===== src/rtl/pgc_pkg.sv =====
// Constants and types for the two-pin general-purpose pin configuration block
// Summary of operation
// - In input mode the debounce selector filters both edges: 00 none, 01 8 ms, 10 16 ms, 11 32 ms.
// - In general output mode the debounce selector has no effect.
// - In input mode the edge selector gives 00 no event, 01 falling, 10 rising, 11 both edges.
// - In general output mode the edge selector is ignored and no pin event is raised.
// - In output mode level 0 drives low, level 1 drives high in push-pull or releases the pin in open-drain.
// - In input mode the output level bit picks the pull: 0 pull-up, 1 pull-down.
// - In input mode the input level bit reads the sampled pin state.
// - In input mode software writes to the input level bit are discarded.
// - Without alternate function the direction bit means 0 general output, 1 general input.
// - An alternate output is always driven active-high whatever the direction bit says.
// - For an alternate input the direction bit sets polarity: 0 active-low, 1 active-high.
// - In output mode the drive type bit picks 0 open-drain, 1 push-pull.
// - In general input mode the drive type bit is ignored.
package pgc_pkg;

  localparam int PGC_NPINS = 2;

  // Register indexes; byte address is four times the index
  localparam logic [9:0] PGC_IDX_PIN0 = 10'h070;
  localparam logic [9:0] PGC_IDX_PIN1 = 10'h071;
  localparam logic [9:0] PGC_IDX_ALT = 10'h07f;

  // Field positions inside a pin register
  localparam int PGC_DBNC_LSB = 6;
  localparam int PGC_IRQ_LSB = 4;
  localparam int PGC_DO_BIT = 3;
  localparam int PGC_DI_BIT = 2;
  localparam int PGC_DIR_BIT = 1;
  localparam int PGC_DRV_BIT = 0;

  localparam logic [7:0] PGC_PIN_RST = 8'h00;
  localparam logic [1:0] PGC_ALT_RST = 2'h0;

  // Which pins act as alternate outputs; the others are alternate inputs
  localparam logic [1:0] PGC_ALT_IS_OUT = 2'h2;

  // Debounce times and their cycle counts at the 4 ns clock, rounded up
  localparam int PGC_CLK_PERIOD_NS = 4;
  localparam int PGC_DBNC_8MS_NS = 8000000;
  localparam int PGC_DBNC_16MS_NS = 16000000;
  localparam int PGC_DBNC_32MS_NS = 32000000;
  localparam int PGC_DBNC_8MS_CYC = (PGC_DBNC_8MS_NS + PGC_CLK_PERIOD_NS - 1) / PGC_CLK_PERIOD_NS;
  localparam int PGC_DBNC_16MS_CYC = (PGC_DBNC_16MS_NS + PGC_CLK_PERIOD_NS - 1) / PGC_CLK_PERIOD_NS;
  localparam int PGC_DBNC_32MS_CYC = (PGC_DBNC_32MS_NS + PGC_CLK_PERIOD_NS - 1) / PGC_CLK_PERIOD_NS;
  localparam int PGC_CNT_W = 24;

  typedef enum logic [1:0] {
    PGC_DB_NONE = 2'b00,
    PGC_DB_8MS = 2'b01,
    PGC_DB_16MS = 2'b10,
    PGC_DB_32MS = 2'b11
  } pgc_dbnc_e;

  typedef enum logic [1:0] {
    PGC_EDGE_MASK = 2'b00,
    PGC_EDGE_FALL = 2'b01,
    PGC_EDGE_RISE = 2'b10,
    PGC_EDGE_BOTH = 2'b11
  } pgc_edge_e;

endpackage


===== src/rtl/pgc_top.sv =====
// Two general-purpose pins with APB configuration registers
//
// Implementation choice: register access over APB.
`timescale 1ns/100ps
module pgc_top import pgc_pkg::*; #(
  parameter int DBNC_8MS_CYC = PGC_DBNC_8MS_CYC,
  parameter int DBNC_16MS_CYC = PGC_DBNC_16MS_CYC,
  parameter int DBNC_32MS_CYC = PGC_DBNC_32MS_CYC
) (
  // Clock and reset
  input wire logic clk_in,
  input wire logic nrst_in,
  // APB slave
  input wire logic psel_in,
  input wire logic penable_in,
  input wire logic pwrite_in,
  input wire logic [11:0] paddr_in,
  input wire logic [31:0] pwdata_in,
  output logic [31:0] prdata_out,
  output logic pready_out,
  output logic pslverr_out,
  // Pins
  input wire logic [1:0] pad_in,
  output logic [1:0] pad_out,
  output logic [1:0] pad_oe_out,
  output logic [1:0] pullup_enable_out,
  output logic [1:0] pulldown_enable_out,
  // Alternate function signals
  input wire logic [1:0] alt_sig_in,
  output logic [1:0] alt_sig_out,
  // Edge events, one pulse per detected edge
  output logic [1:0] pin_event_out
);

  logic [7:0] cfg_r [PGC_NPINS];
  logic [7:0] cfg_nxt [PGC_NPINS];
  logic [1:0] alt_mode_enable_r, alt_mode_enable_nxt;
  logic [31:0] rdata_r, rdata_nxt;
  logic [1:0] prev_r, prev_nxt;
  logic [1:0] event_r, event_nxt;
  logic [1:0] dbn_level;
  logic [1:0] gp_input_mode;
  logic [1:0] gp_output_mode;
  logic [1:0] dbnc_eff [PGC_NPINS];
  logic setup_ph, access_ph, hit_pin0, hit_pin1, hit_alt, mapped;
  // Shadow count of differing samples, read by the filter checks only
  logic [PGC_CNT_W-1:0] diff_cnt_r [PGC_NPINS];
  logic [PGC_CNT_W-1:0] diff_cnt_nxt [PGC_NPINS];
  logic [PGC_CNT_W-1:0] dbnc_limit [PGC_NPINS];

  function automatic logic addr_hit(input logic [11:0] addr, input logic [9:0] idx);
    addr_hit = (addr[11:2] == idx) && (addr[1:0] == 2'b00);
  endfunction

  // Register image with the sampled level substituted in input mode
  function automatic logic [7:0] read_view(input logic [7:0] cfg, input logic is_in, input logic lvl);
    read_view = cfg;
    if (is_in) begin
      read_view[PGC_DI_BIT] = lvl;
    end
  endfunction

  assign setup_ph = psel_in && !penable_in;
  assign access_ph = psel_in && penable_in;
  assign hit_pin0 = addr_hit(paddr_in, PGC_IDX_PIN0);
  assign hit_pin1 = addr_hit(paddr_in, PGC_IDX_PIN1);
  assign hit_alt = addr_hit(paddr_in, PGC_IDX_ALT);
  assign mapped = hit_pin0 || hit_pin1 || hit_alt;

  // Zero wait states; read data is captured in the setup cycle
  assign pready_out = access_ph;
  assign pslverr_out = access_ph && !mapped;
  assign prdata_out = rdata_r;

  always_comb begin
    for (int i = 0; i < PGC_NPINS; i++) begin
      gp_input_mode[i] = !alt_mode_enable_r[i] && cfg_r[i][PGC_DIR_BIT];
      gp_output_mode[i] = !alt_mode_enable_r[i] && !cfg_r[i][PGC_DIR_BIT];
      // Filter parked while not a general input
      dbnc_eff[i] = gp_input_mode[i] ? cfg_r[i][PGC_DBNC_LSB +: 2] : 2'b00;
    end
  end

  // Register file
  always_comb begin
    cfg_nxt = cfg_r;
    alt_mode_enable_nxt = alt_mode_enable_r;
    rdata_nxt = rdata_r;
    if (setup_ph && !pwrite_in) begin
      rdata_nxt = 32'h0000_0000;
      if (hit_pin0) begin
        rdata_nxt[7:0] = read_view(cfg_r[0], gp_input_mode[0], dbn_level[0]);
      end else if (hit_pin1) begin
        rdata_nxt[7:0] = read_view(cfg_r[1], gp_input_mode[1], dbn_level[1]);
      end else if (hit_alt) begin
        rdata_nxt[1:0] = alt_mode_enable_r;
      end
    end
    if (access_ph && pwrite_in) begin
      for (int i = 0; i < PGC_NPINS; i++) begin
        if ((i == 0) ? hit_pin0 : hit_pin1) begin
          cfg_nxt[i] = pwdata_in[7:0];
          if (gp_input_mode[i]) begin
            cfg_nxt[i][PGC_DI_BIT] = cfg_r[i][PGC_DI_BIT];
          end
        end
      end
      if (hit_alt) begin
        alt_mode_enable_nxt = pwdata_in[1:0];
      end
    end
  end

  always_ff @(posedge clk_in) begin
    if (!nrst_in) begin
      for (int i = 0; i < PGC_NPINS; i++) begin
        cfg_r[i] <= PGC_PIN_RST;
      end
      alt_mode_enable_r <= PGC_ALT_RST;
      rdata_r <= 32'h0000_0000;
    end else begin
      cfg_r <= cfg_nxt;
      alt_mode_enable_r <= alt_mode_enable_nxt;
      rdata_r <= rdata_nxt;
    end
  end

  // Per-pin filters
  genvar g;
  generate
    for (g = 0; g < PGC_NPINS; g++) begin : g_dbn
      pgc_debounce #(
        .CNT_W(PGC_CNT_W)
      ) u_dbn (
        .clk_in(clk_in),
        .nrst_in(nrst_in),
        .cnt_8_in(PGC_CNT_W'(DBNC_8MS_CYC)),
        .cnt_16_in(PGC_CNT_W'(DBNC_16MS_CYC)),
        .cnt_32_in(PGC_CNT_W'(DBNC_32MS_CYC)),
        .raw_in(pad_in[g]),
        .sel_in(dbnc_eff[g]),
        .level_out(dbn_level[g])
      );
    end
  endgenerate

  // Edge events from the filtered level only
  always_comb begin
    prev_nxt = dbn_level;
    event_nxt = 2'b00;
    for (int i = 0; i < PGC_NPINS; i++) begin
      if (gp_input_mode[i]) begin
        event_nxt[i] = (cfg_r[i][PGC_IRQ_LSB] && prev_r[i] && !dbn_level[i]) ||
                       (cfg_r[i][PGC_IRQ_LSB + 1] && !prev_r[i] && dbn_level[i]);
      end
    end
  end

  always_ff @(posedge clk_in) begin
    if (!nrst_in) begin
      prev_r <= 2'b00;
      event_r <= 2'b00;
    end else begin
      prev_r <= prev_nxt;
      event_r <= event_nxt;
    end
  end

  assign pin_event_out = event_r;

  // Check helper: samples seen since the filtered level last matched the pad
  always_comb begin
    for (int i = 0; i < PGC_NPINS; i++) begin
      case (dbnc_eff[i])
        PGC_DB_8MS: dbnc_limit[i] = PGC_CNT_W'(DBNC_8MS_CYC);
        PGC_DB_16MS: dbnc_limit[i] = PGC_CNT_W'(DBNC_16MS_CYC);
        PGC_DB_32MS: dbnc_limit[i] = PGC_CNT_W'(DBNC_32MS_CYC);
        default: dbnc_limit[i] = '0;
      endcase
      diff_cnt_nxt[i] = '0;
      if (pad_in[i] != dbn_level[i]) begin
        // Saturates so a long-floating pin cannot wrap back into range
        diff_cnt_nxt[i] = (diff_cnt_r[i] == '1) ? diff_cnt_r[i] : diff_cnt_r[i] + 1'b1;
      end
    end
  end

  always_ff @(posedge clk_in) begin
    if (!nrst_in) begin
      for (int i = 0; i < PGC_NPINS; i++) begin
        diff_cnt_r[i] <= '0;
      end
    end else begin
      diff_cnt_r <= diff_cnt_nxt;
    end
  end

  // Pad drive, pulls and alternate signals
  always_comb begin
    for (int i = 0; i < PGC_NPINS; i++) begin
      pad_out[i] = 1'b0;
      pad_oe_out[i] = 1'b0;
      pullup_enable_out[i] = 1'b0;
      pulldown_enable_out[i] = 1'b0;
      alt_sig_out[i] = 1'b0;
      if (alt_mode_enable_r[i]) begin
        if (PGC_ALT_IS_OUT[i]) begin
          // Direction bit may be 0 or 1 here and is not consulted
          pad_out[i] = alt_sig_in[i];
          pad_oe_out[i] = 1'b1;
        end else begin
          alt_sig_out[i] = cfg_r[i][PGC_DIR_BIT] ? pad_in[i] : !pad_in[i];
        end
      end else if (gp_output_mode[i]) begin
        if (!cfg_r[i][PGC_DO_BIT]) begin
          pad_oe_out[i] = 1'b1;
        end else begin
          pad_out[i] = cfg_r[i][PGC_DRV_BIT];
          pad_oe_out[i] = cfg_r[i][PGC_DRV_BIT];
        end
      end else begin
        // Drive type plays no part for an input
        pullup_enable_out[i] = !cfg_r[i][PGC_DO_BIT];
        pulldown_enable_out[i] = cfg_r[i][PGC_DO_BIT];
      end
    end
  end

  // Checks
  generate
    for (g = 0; g < PGC_NPINS; g++) begin : g_chk
      a_out_low_drive: assert property (@(posedge clk_in) disable iff (!nrst_in)
        gp_output_mode[g] && !cfg_r[g][PGC_DO_BIT] |-> pad_oe_out[g] && !pad_out[g])
        else $error("output level 0 not driven low");
      a_od_release: assert property (@(posedge clk_in) disable iff (!nrst_in)
        gp_output_mode[g] && cfg_r[g][PGC_DO_BIT] |-> pad_oe_out[g] == cfg_r[g][PGC_DRV_BIT])
        else $error("drive type not honoured for level 1");
      a_input_pulls: assert property (@(posedge clk_in) disable iff (!nrst_in)
        gp_input_mode[g] |-> !pad_oe_out[g] && (pulldown_enable_out[g] == cfg_r[g][PGC_DO_BIT])
          && (pullup_enable_out[g] != pulldown_enable_out[g]))
        else $error("input mode pulls or drive wrong");
      a_di_write_drop: assert property (@(posedge clk_in) disable iff (!nrst_in)
        access_ph && pwrite_in && mapped && gp_input_mode[g] |=> $stable(cfg_r[g][PGC_DI_BIT]))
        else $error("input level bit written in input mode");
      a_event_only_input: assert property (@(posedge clk_in) disable iff (!nrst_in)
        pin_event_out[g] |-> $past(gp_input_mode[g]))
        else $error("pin event outside input mode");
      a_rise_event: assert property (@(posedge clk_in) disable iff (!nrst_in)
        gp_input_mode[g] && cfg_r[g][PGC_IRQ_LSB + 1] && $rose(dbn_level[g]) |=> pin_event_out[g])
        else $error("rising edge event missed");
      a_no_filter_pass: assert property (@(posedge clk_in) disable iff (!nrst_in)
        gp_input_mode[g] && dbnc_eff[g] == 2'b00 |=> dbn_level[g] == $past(pad_in[g]))
        else $error("unfiltered level not following pad");
      a_fall_event: assert property (@(posedge clk_in) disable iff (!nrst_in)
        gp_input_mode[g] && cfg_r[g][PGC_IRQ_LSB] && $fell(dbn_level[g]) |=> pin_event_out[g])
        else $error("falling edge event missed");
      a_rise_masked: assert property (@(posedge clk_in) disable iff (!nrst_in)
        gp_input_mode[g] && !cfg_r[g][PGC_IRQ_LSB + 1] && $rose(dbn_level[g]) |=> !pin_event_out[g])
        else $error("masked rising edge raised an event");
      a_fall_masked: assert property (@(posedge clk_in) disable iff (!nrst_in)
        gp_input_mode[g] && !cfg_r[g][PGC_IRQ_LSB] && $fell(dbn_level[g]) |=> !pin_event_out[g])
        else $error("masked falling edge raised an event");
      a_no_out_event: assert property (@(posedge clk_in) disable iff (!nrst_in)
        gp_output_mode[g] |=> !pin_event_out[g])
        else $error("pin event while a general output");
      a_out_filter_off: assert property (@(posedge clk_in) disable iff (!nrst_in)
        gp_output_mode[g] |=> dbn_level[g] == $past(pad_in[g]))
        else $error("filter active on a general output");
      a_filter_hold: assert property (@(posedge clk_in) disable iff (!nrst_in)
        gp_input_mode[g] && dbnc_eff[g] != 2'b00 && pad_in[g] == dbn_level[g] |=> $stable(dbn_level[g]))
        else $error("filtered level moved without a pad change");
      a_filter_early: assert property (@(posedge clk_in) disable iff (!nrst_in)
        gp_input_mode[g] && dbnc_eff[g] != 2'b00 && ({1'b0, diff_cnt_r[g]} + 1'b1 < {1'b0, dbnc_limit[g]})
          |=> $stable(dbn_level[g]))
        else $error("level accepted before the settling time");
      a_high_level: assert property (@(posedge clk_in) disable iff (!nrst_in)
        gp_output_mode[g] && cfg_r[g][PGC_DO_BIT] |-> pad_out[g] == cfg_r[g][PGC_DRV_BIT])
        else $error("output level 1 drive value wrong");
      a_input_no_drive: assert property (@(posedge clk_in) disable iff (!nrst_in)
        gp_input_mode[g] |-> !pad_oe_out[g] && !pad_out[g])
        else $error("general input drives its pin");
      a_output_no_pull: assert property (@(posedge clk_in) disable iff (!nrst_in)
        gp_output_mode[g] |-> !pullup_enable_out[g] && !pulldown_enable_out[g])
        else $error("pull enabled on a general output");
      a_di_read_level: assert property (@(posedge clk_in) disable iff (!nrst_in)
        setup_ph && !pwrite_in && ((g == 0) ? hit_pin0 : hit_pin1) && gp_input_mode[g]
          |=> prdata_out[PGC_DI_BIT] == $past(dbn_level[g]))
        else $error("input level bit does not read the pin");
      if (PGC_ALT_IS_OUT[g]) begin : g_ao
        a_alt_out_high: assert property (@(posedge clk_in) disable iff (!nrst_in)
          alt_mode_enable_r[g] |-> pad_oe_out[g] && pad_out[g] == alt_sig_in[g])
          else $error("alternate output not active-high");
      end else begin : g_ai
        a_alt_in_pol: assert property (@(posedge clk_in) disable iff (!nrst_in)
          alt_mode_enable_r[g] |-> alt_sig_out[g] == (pad_in[g] ~^ cfg_r[g][PGC_DIR_BIT]))
          else $error("alternate input polarity wrong");
        a_alt_in_float: assert property (@(posedge clk_in) disable iff (!nrst_in)
          alt_mode_enable_r[g] |-> !pad_oe_out[g])
          else $error("alternate input pin driven");
      end
      c_fall_event: cover property (@(posedge clk_in) disable iff (!nrst_in)
        gp_input_mode[g] && $fell(dbn_level[g]) ##1 pin_event_out[g]);
      c_od_release: cover property (@(posedge clk_in) disable iff (!nrst_in)
        gp_output_mode[g] && cfg_r[g][PGC_DO_BIT] && !pad_oe_out[g]);
    end
  endgenerate

  c_bad_addr: cover property (@(posedge clk_in) disable iff (!nrst_in) pslverr_out);
  c_alt_mode: cover property (@(posedge clk_in) disable iff (!nrst_in) alt_mode_enable_r == 2'b11);

endmodule


===== src/rtl/pgc_debounce.sv =====
// Debounce filter for one pin with a selectable settling time
`timescale 1ns/100ps
module pgc_debounce import pgc_pkg::*; #(
  parameter int CNT_W = PGC_CNT_W
) (
  // Clock and reset
  input wire logic clk_in,
  input wire logic nrst_in,
  // Settling counts per code
  input wire logic [CNT_W-1:0] cnt_8_in,
  input wire logic [CNT_W-1:0] cnt_16_in,
  input wire logic [CNT_W-1:0] cnt_32_in,
  // Raw level and selection
  input wire logic raw_in,
  input wire logic [1:0] sel_in,
  // Filtered level
  output logic level_out
);

  logic level_r, level_nxt;
  logic [CNT_W-1:0] cnt_r, cnt_nxt;
  logic [CNT_W-1:0] limit;

  always_comb begin
    case (pgc_dbnc_e'(sel_in))
      PGC_DB_8MS: limit = cnt_8_in;
      PGC_DB_16MS: limit = cnt_16_in;
      PGC_DB_32MS: limit = cnt_32_in;
      default: limit = '0;
    endcase
    level_nxt = level_r;
    cnt_nxt = '0;
    if (sel_in == PGC_DB_NONE) begin
      level_nxt = raw_in;
    end else if (raw_in != level_r) begin
      // New level must hold for the whole window before it is accepted
      if (cnt_r + 1'b1 >= limit) begin
        level_nxt = raw_in;
      end else begin
        cnt_nxt = cnt_r + 1'b1;
      end
    end
  end

  always_ff @(posedge clk_in) begin
    if (!nrst_in) begin
      level_r <= 1'b0;
      cnt_r <= '0;
    end else begin
      level_r <= level_nxt;
      cnt_r <= cnt_nxt;
    end
  end

  assign level_out = level_r;

endmodule


===== config.mk =====
export PLATFORM = sky130hd
export DESIGN_NAME = pgc_top
export DESIGN_NICKNAME = d
export VERILOG_FILES = /design/src/rtl/pgc_pkg.sv /design/src/rtl/pgc_top.sv /design/src/rtl/pgc_debounce.sv
export SDC_FILE = /design/constraint.sdc
export NUM_CORES = 1
export LEC_CHECK = 0
export BUFFER_PORTS_ARGS = -buffer_cell sky130_fd_sc_hd__buf_2
export CAP_MARGIN = 25
export CORE_MARGIN = 1
export CORE_UTILIZATION = 42
export CTS_BUF_LIST = sky130_fd_sc_hd__clkbuf_8
export CTS_CLUSTER_SIZE = 24
export DETAILED_ROUTE_END_ITERATION = 7
export PLACE_DENSITY = 0.66
export SLEW_MARGIN = 15
export SYNTH_ARGS = -nofsm -noshare
export SYNTH_HDL_FRONTEND = slang
export SYNTH_SLANG_ARGS = --single-unit

===== constraint.sdc =====
create_clock -name clk_in -period 3.05 [get_ports clk_in]
set_input_delay 0.1525 -clock clk_in [delete_from_list [all_inputs] [get_ports clk_in]]
set_output_delay 0.1525 -clock clk_in [all_outputs]
set_load 0.05 [all_outputs]

==> run_results.csv <==
group,metric,value,unit
synth,syn_inst,545,
pwr,seq_power_share,52.9,%
critical_path,cp.required,3.34,ns
synth,syn-mean-instance-area,8.85,µm²
final_layout,syn2layout_area_growth,29.0,%
final_layout,fillCellCount,988,
pwr,swShare,24.9,%
sta,worst_hold_slack,0.0670,ns
detailed_routing,via_per_inst,5.18,
synth,syn-cell-area,0.00482,mm²
detailed_routing,drt-initial-drc-count,109,
flow_run,max_cap_violations,0,
place,pre_cts_slack,-0.220,ns
synth,async_flop_share,0,%
die,die_x,109,µm
sta,worst_pin_slew,0.898,ns
die,row_count,38,
place,dpl.hpwl,8010,µm
detailed_routing,routed_wl,11500,µm
sta,timing.final.crit_period,3.11,ns
die,io_pins,99,
status,violations,"setup timing",
place,port-buffer-count,48,
pwr,power_density,319,mW/mm²
sta,drv_slew,0,
synth,yosysSeqAreaShare,33.2,%
clock_network,clk_pin_slew,0.08,ns
synth,synth-main-ff-cell,"dfxtp_1",
critical_path,crit_arrival,3.41,ns
critical_path,cp-start-kind,"flop",
detailed_routing,wl_per_cell,14.3,µm
clock_network,cts_sinks,80,
synth,synth_seq_cells,80,
final_layout,drive_gt1_share,33.7,%
global_route,grt-ovfl-total,0,
clock_network,cts_hold_buf,0,
global_route,grt_start_max_net_pins,35,
place,gp_congestion,0.925,
pwr,p_int,1.49,mW
global_route,grt_util_all_layers,19.9,%
clock_network,cts_buffers,9,
die,die_h,109,µm
sta,fin_tns_setup,-0.410,ns
sta,relSlewSlack,40.0,%
synth,yosys-top-cells-count,"80 x dfxtp_1, 42 x nand2_1, 41 x ha_1, 41 x nor2b_1, 39 x nor2_1",
synth,ys_types,60,
pwr,p_switching,0.493,mW
clock_network,cts_tree,"done",
pwr,p_clk_share,40.3,%
clock_network,clock-root-buffer,"clkbuf_8",
critical_path,crit_type,"reg -> reg",
detailed_routing,drc,0,
sta,finalSetupViolCount,9,
synth,synthTopCellsByArea,"dfxtp_1 33%, ha_1 11%, nor2b_1 5.3%",
synth,synth-edff-count,0,
critical_path,end_kind,"flop",
sta,fmax,321,MHz
sta,clock_skew,0.00732,ns
sta,finalCritPeriodShare,102,%
final_layout,n_antenna_cell,0,
critical_path,cp_max_fo,6,
status,status,"complete, but fails checks",
pwr,p_leak,2.71,nW
worst_hold_path,min_path_type,"in -> reg",
synth,yosysMostFrequentCell,"dfxtp_1",
pwr,combPwrFrac,6.8,%
sta,rsz0062_at_grt,"yes",
clock_network,clk_path_buf_depth,2,
pwr,irDropWorstVdd,0.195,mV
synth,synth_area_leader_cell,"dfxtp_1",
die,core,0.0110,mm²
sta,fin_ws,-0.0631,ns
final_layout,final_nets,753,
global_route,grt_antenna_before_repair,0,
die,die_area,0.0119,mm²
detailed_routing,ant_nets,0,
sta,finalHoldViolations,0,
global_route,grt_first_pass_wirelength,18500,µm
die,start_util,43.7,%
clock_network,clock_latency,0.35,ns
detailed_routing,drt-pass1-iter-count,4,
synth,yosys_warnings,0,
detailed_routing,vias,4168,
clock_network,htreeDepth,3,
global_route,grt_pass1_vias,4008,
synth,synth.top_cell.area_share,33.2,%
==> final cells by class <==
class	count	area (µm²)	area share, %
clock buffer	11	151	2.43
sequential	80	1620	26.1
inverter	24	90.1	1.45
multi-input combinational	429	3350	53.7
timing repair buffer	115	792	12.7
tap	140	175	2.81
clock inverter	5	48.8	0.784
==> cells in the final DEF, fill, tap and decap left out, drive strengths merged, types with 2 or more instances in the layout <==
cell type and instances:
nor3b 5, a21oi 9, or2 2, o31ai 2
nand3b 4, buf 114, nor2b 52, xnor2 21
mux2i 18, o211ai 2, or3 8, o21ai 10
and3 6, o41a 2, a2111oi 2, nand2 42
ha 41, a21o 6, conb 27, o21a 2
nor3 11, nor4b 2, and4 4, nor4 6
o2111ai 2, a221oi 2, a21boi 7, and2 5
a211oi 3, nor2 39, mux2 6, nand4 20
inv 27, nand3 26, o31a 2, clkbuf 12
dfxtp 80, xor2 25
==> final timing paths <==
kind,cells after the start,from,slack (ns),end
worst max register to register,14,g_dbn[0].u_dbn.cnt_r[1],-0.06,g_dbn[0].u_dbn.cnt_r[12]
worst max-delay path,14,g_dbn[0].u_dbn.cnt_r[1],-0.06,g_dbn[0].u_dbn.cnt_r[12]
worst min-delay path,3,pwdata_in[2],0.07,cfg_r[2]
worst min register to register,1,g_dbn[0].u_dbn.cnt_r[0],0.45,g_dbn[0].u_dbn.cnt_r[0]
==> power by group through the flow <==
| stage | Sequential, mW | Combinational [mW] | Clock (mW) |
|---|---|---|---|
| 4_1_cts | 1.05 | 0.134 | 0.828 |
| 5_1_grt | 1.05 | 0.143 | 0.875 |
| 3_5_place_dp | 1.08 | 0.132 | 0 |
| 2_1_floorplan | 1.08 | 0.123 | 0 |
| 3_3_place_gp | 1.08 | 0.130 | 0 |
| 6_report | 1.05 | 0.135 | 0.799 |
==> routing by layer <==
metal	routed length [µm]	vias up	GRT usage (%)
met1	5190	1973	24.2
met5	0	-	0
li1	-	2067	-
met4	219	0	8.95
met2	5670	109	34.4
met3	401	19	2.99
==> flip-flops by register name (all words and copies together) (netlist names) <==
name	count
prdata_out	8
g_dbn.u_dbn.level_out	2
prev_r	2
cfg_r	16
alt_mode_enable_r	2
g_dbn.u_dbn.cnt_r	48
pin_event_out	2
==> metrics by stage <==
stage / instances / util (%) / instance area [µm²] / total power [mW]
after floorplan: 571 / - / 4940 / 1.20
after global placement: 772 / 49.8 / 5490 / 1.21
after detailed placement: 772 / 49.8 / 5490 / 1.21
after CTS: 798 / 53.7 / 5920 / 2.01
after global routing: 804 / 56.4 / 6230 / 2.07
final: 804 / 56.4 / 6230 / 1.98
==> cells by family after synthesis <==
logic type / synth area share (%)
AO/OA/AOI/OAI: 8.48
AND/OR/NAND/NOR: 26.7
buffers and inverters: 7.44
flip-flops: 33.2
adder cells (fa/ha/maj): 10.6
other: 0.0777
XOR/XNOR: 8.35
multiplexers: 5.13
==> worst max-delay path, cell delays in order (launching register included) <==
cell,delay (ns)
dfxtp_4,0.37
ha_4,0.13
nand4_1,0.17
nor2_2,0.18
nand3_2,0.11
nor3_4,0.20
xor2_2,0.26
ha_4,0.25
buf_6,0.11
nand4_1,0.10
o211ai_1,0.11
nor3_2,0.28
o31ai_4,0.15
or3_4,0.48
nor2b_2,0.13
==> repair_timing <==
item,in CTS,in global routing
setup endpoints to repair,47,48
gates resized for setup,35,59
setup buffers,6,6
pin swaps,21,46
cloned,4,1
Power figures use the tool's default switching activity.
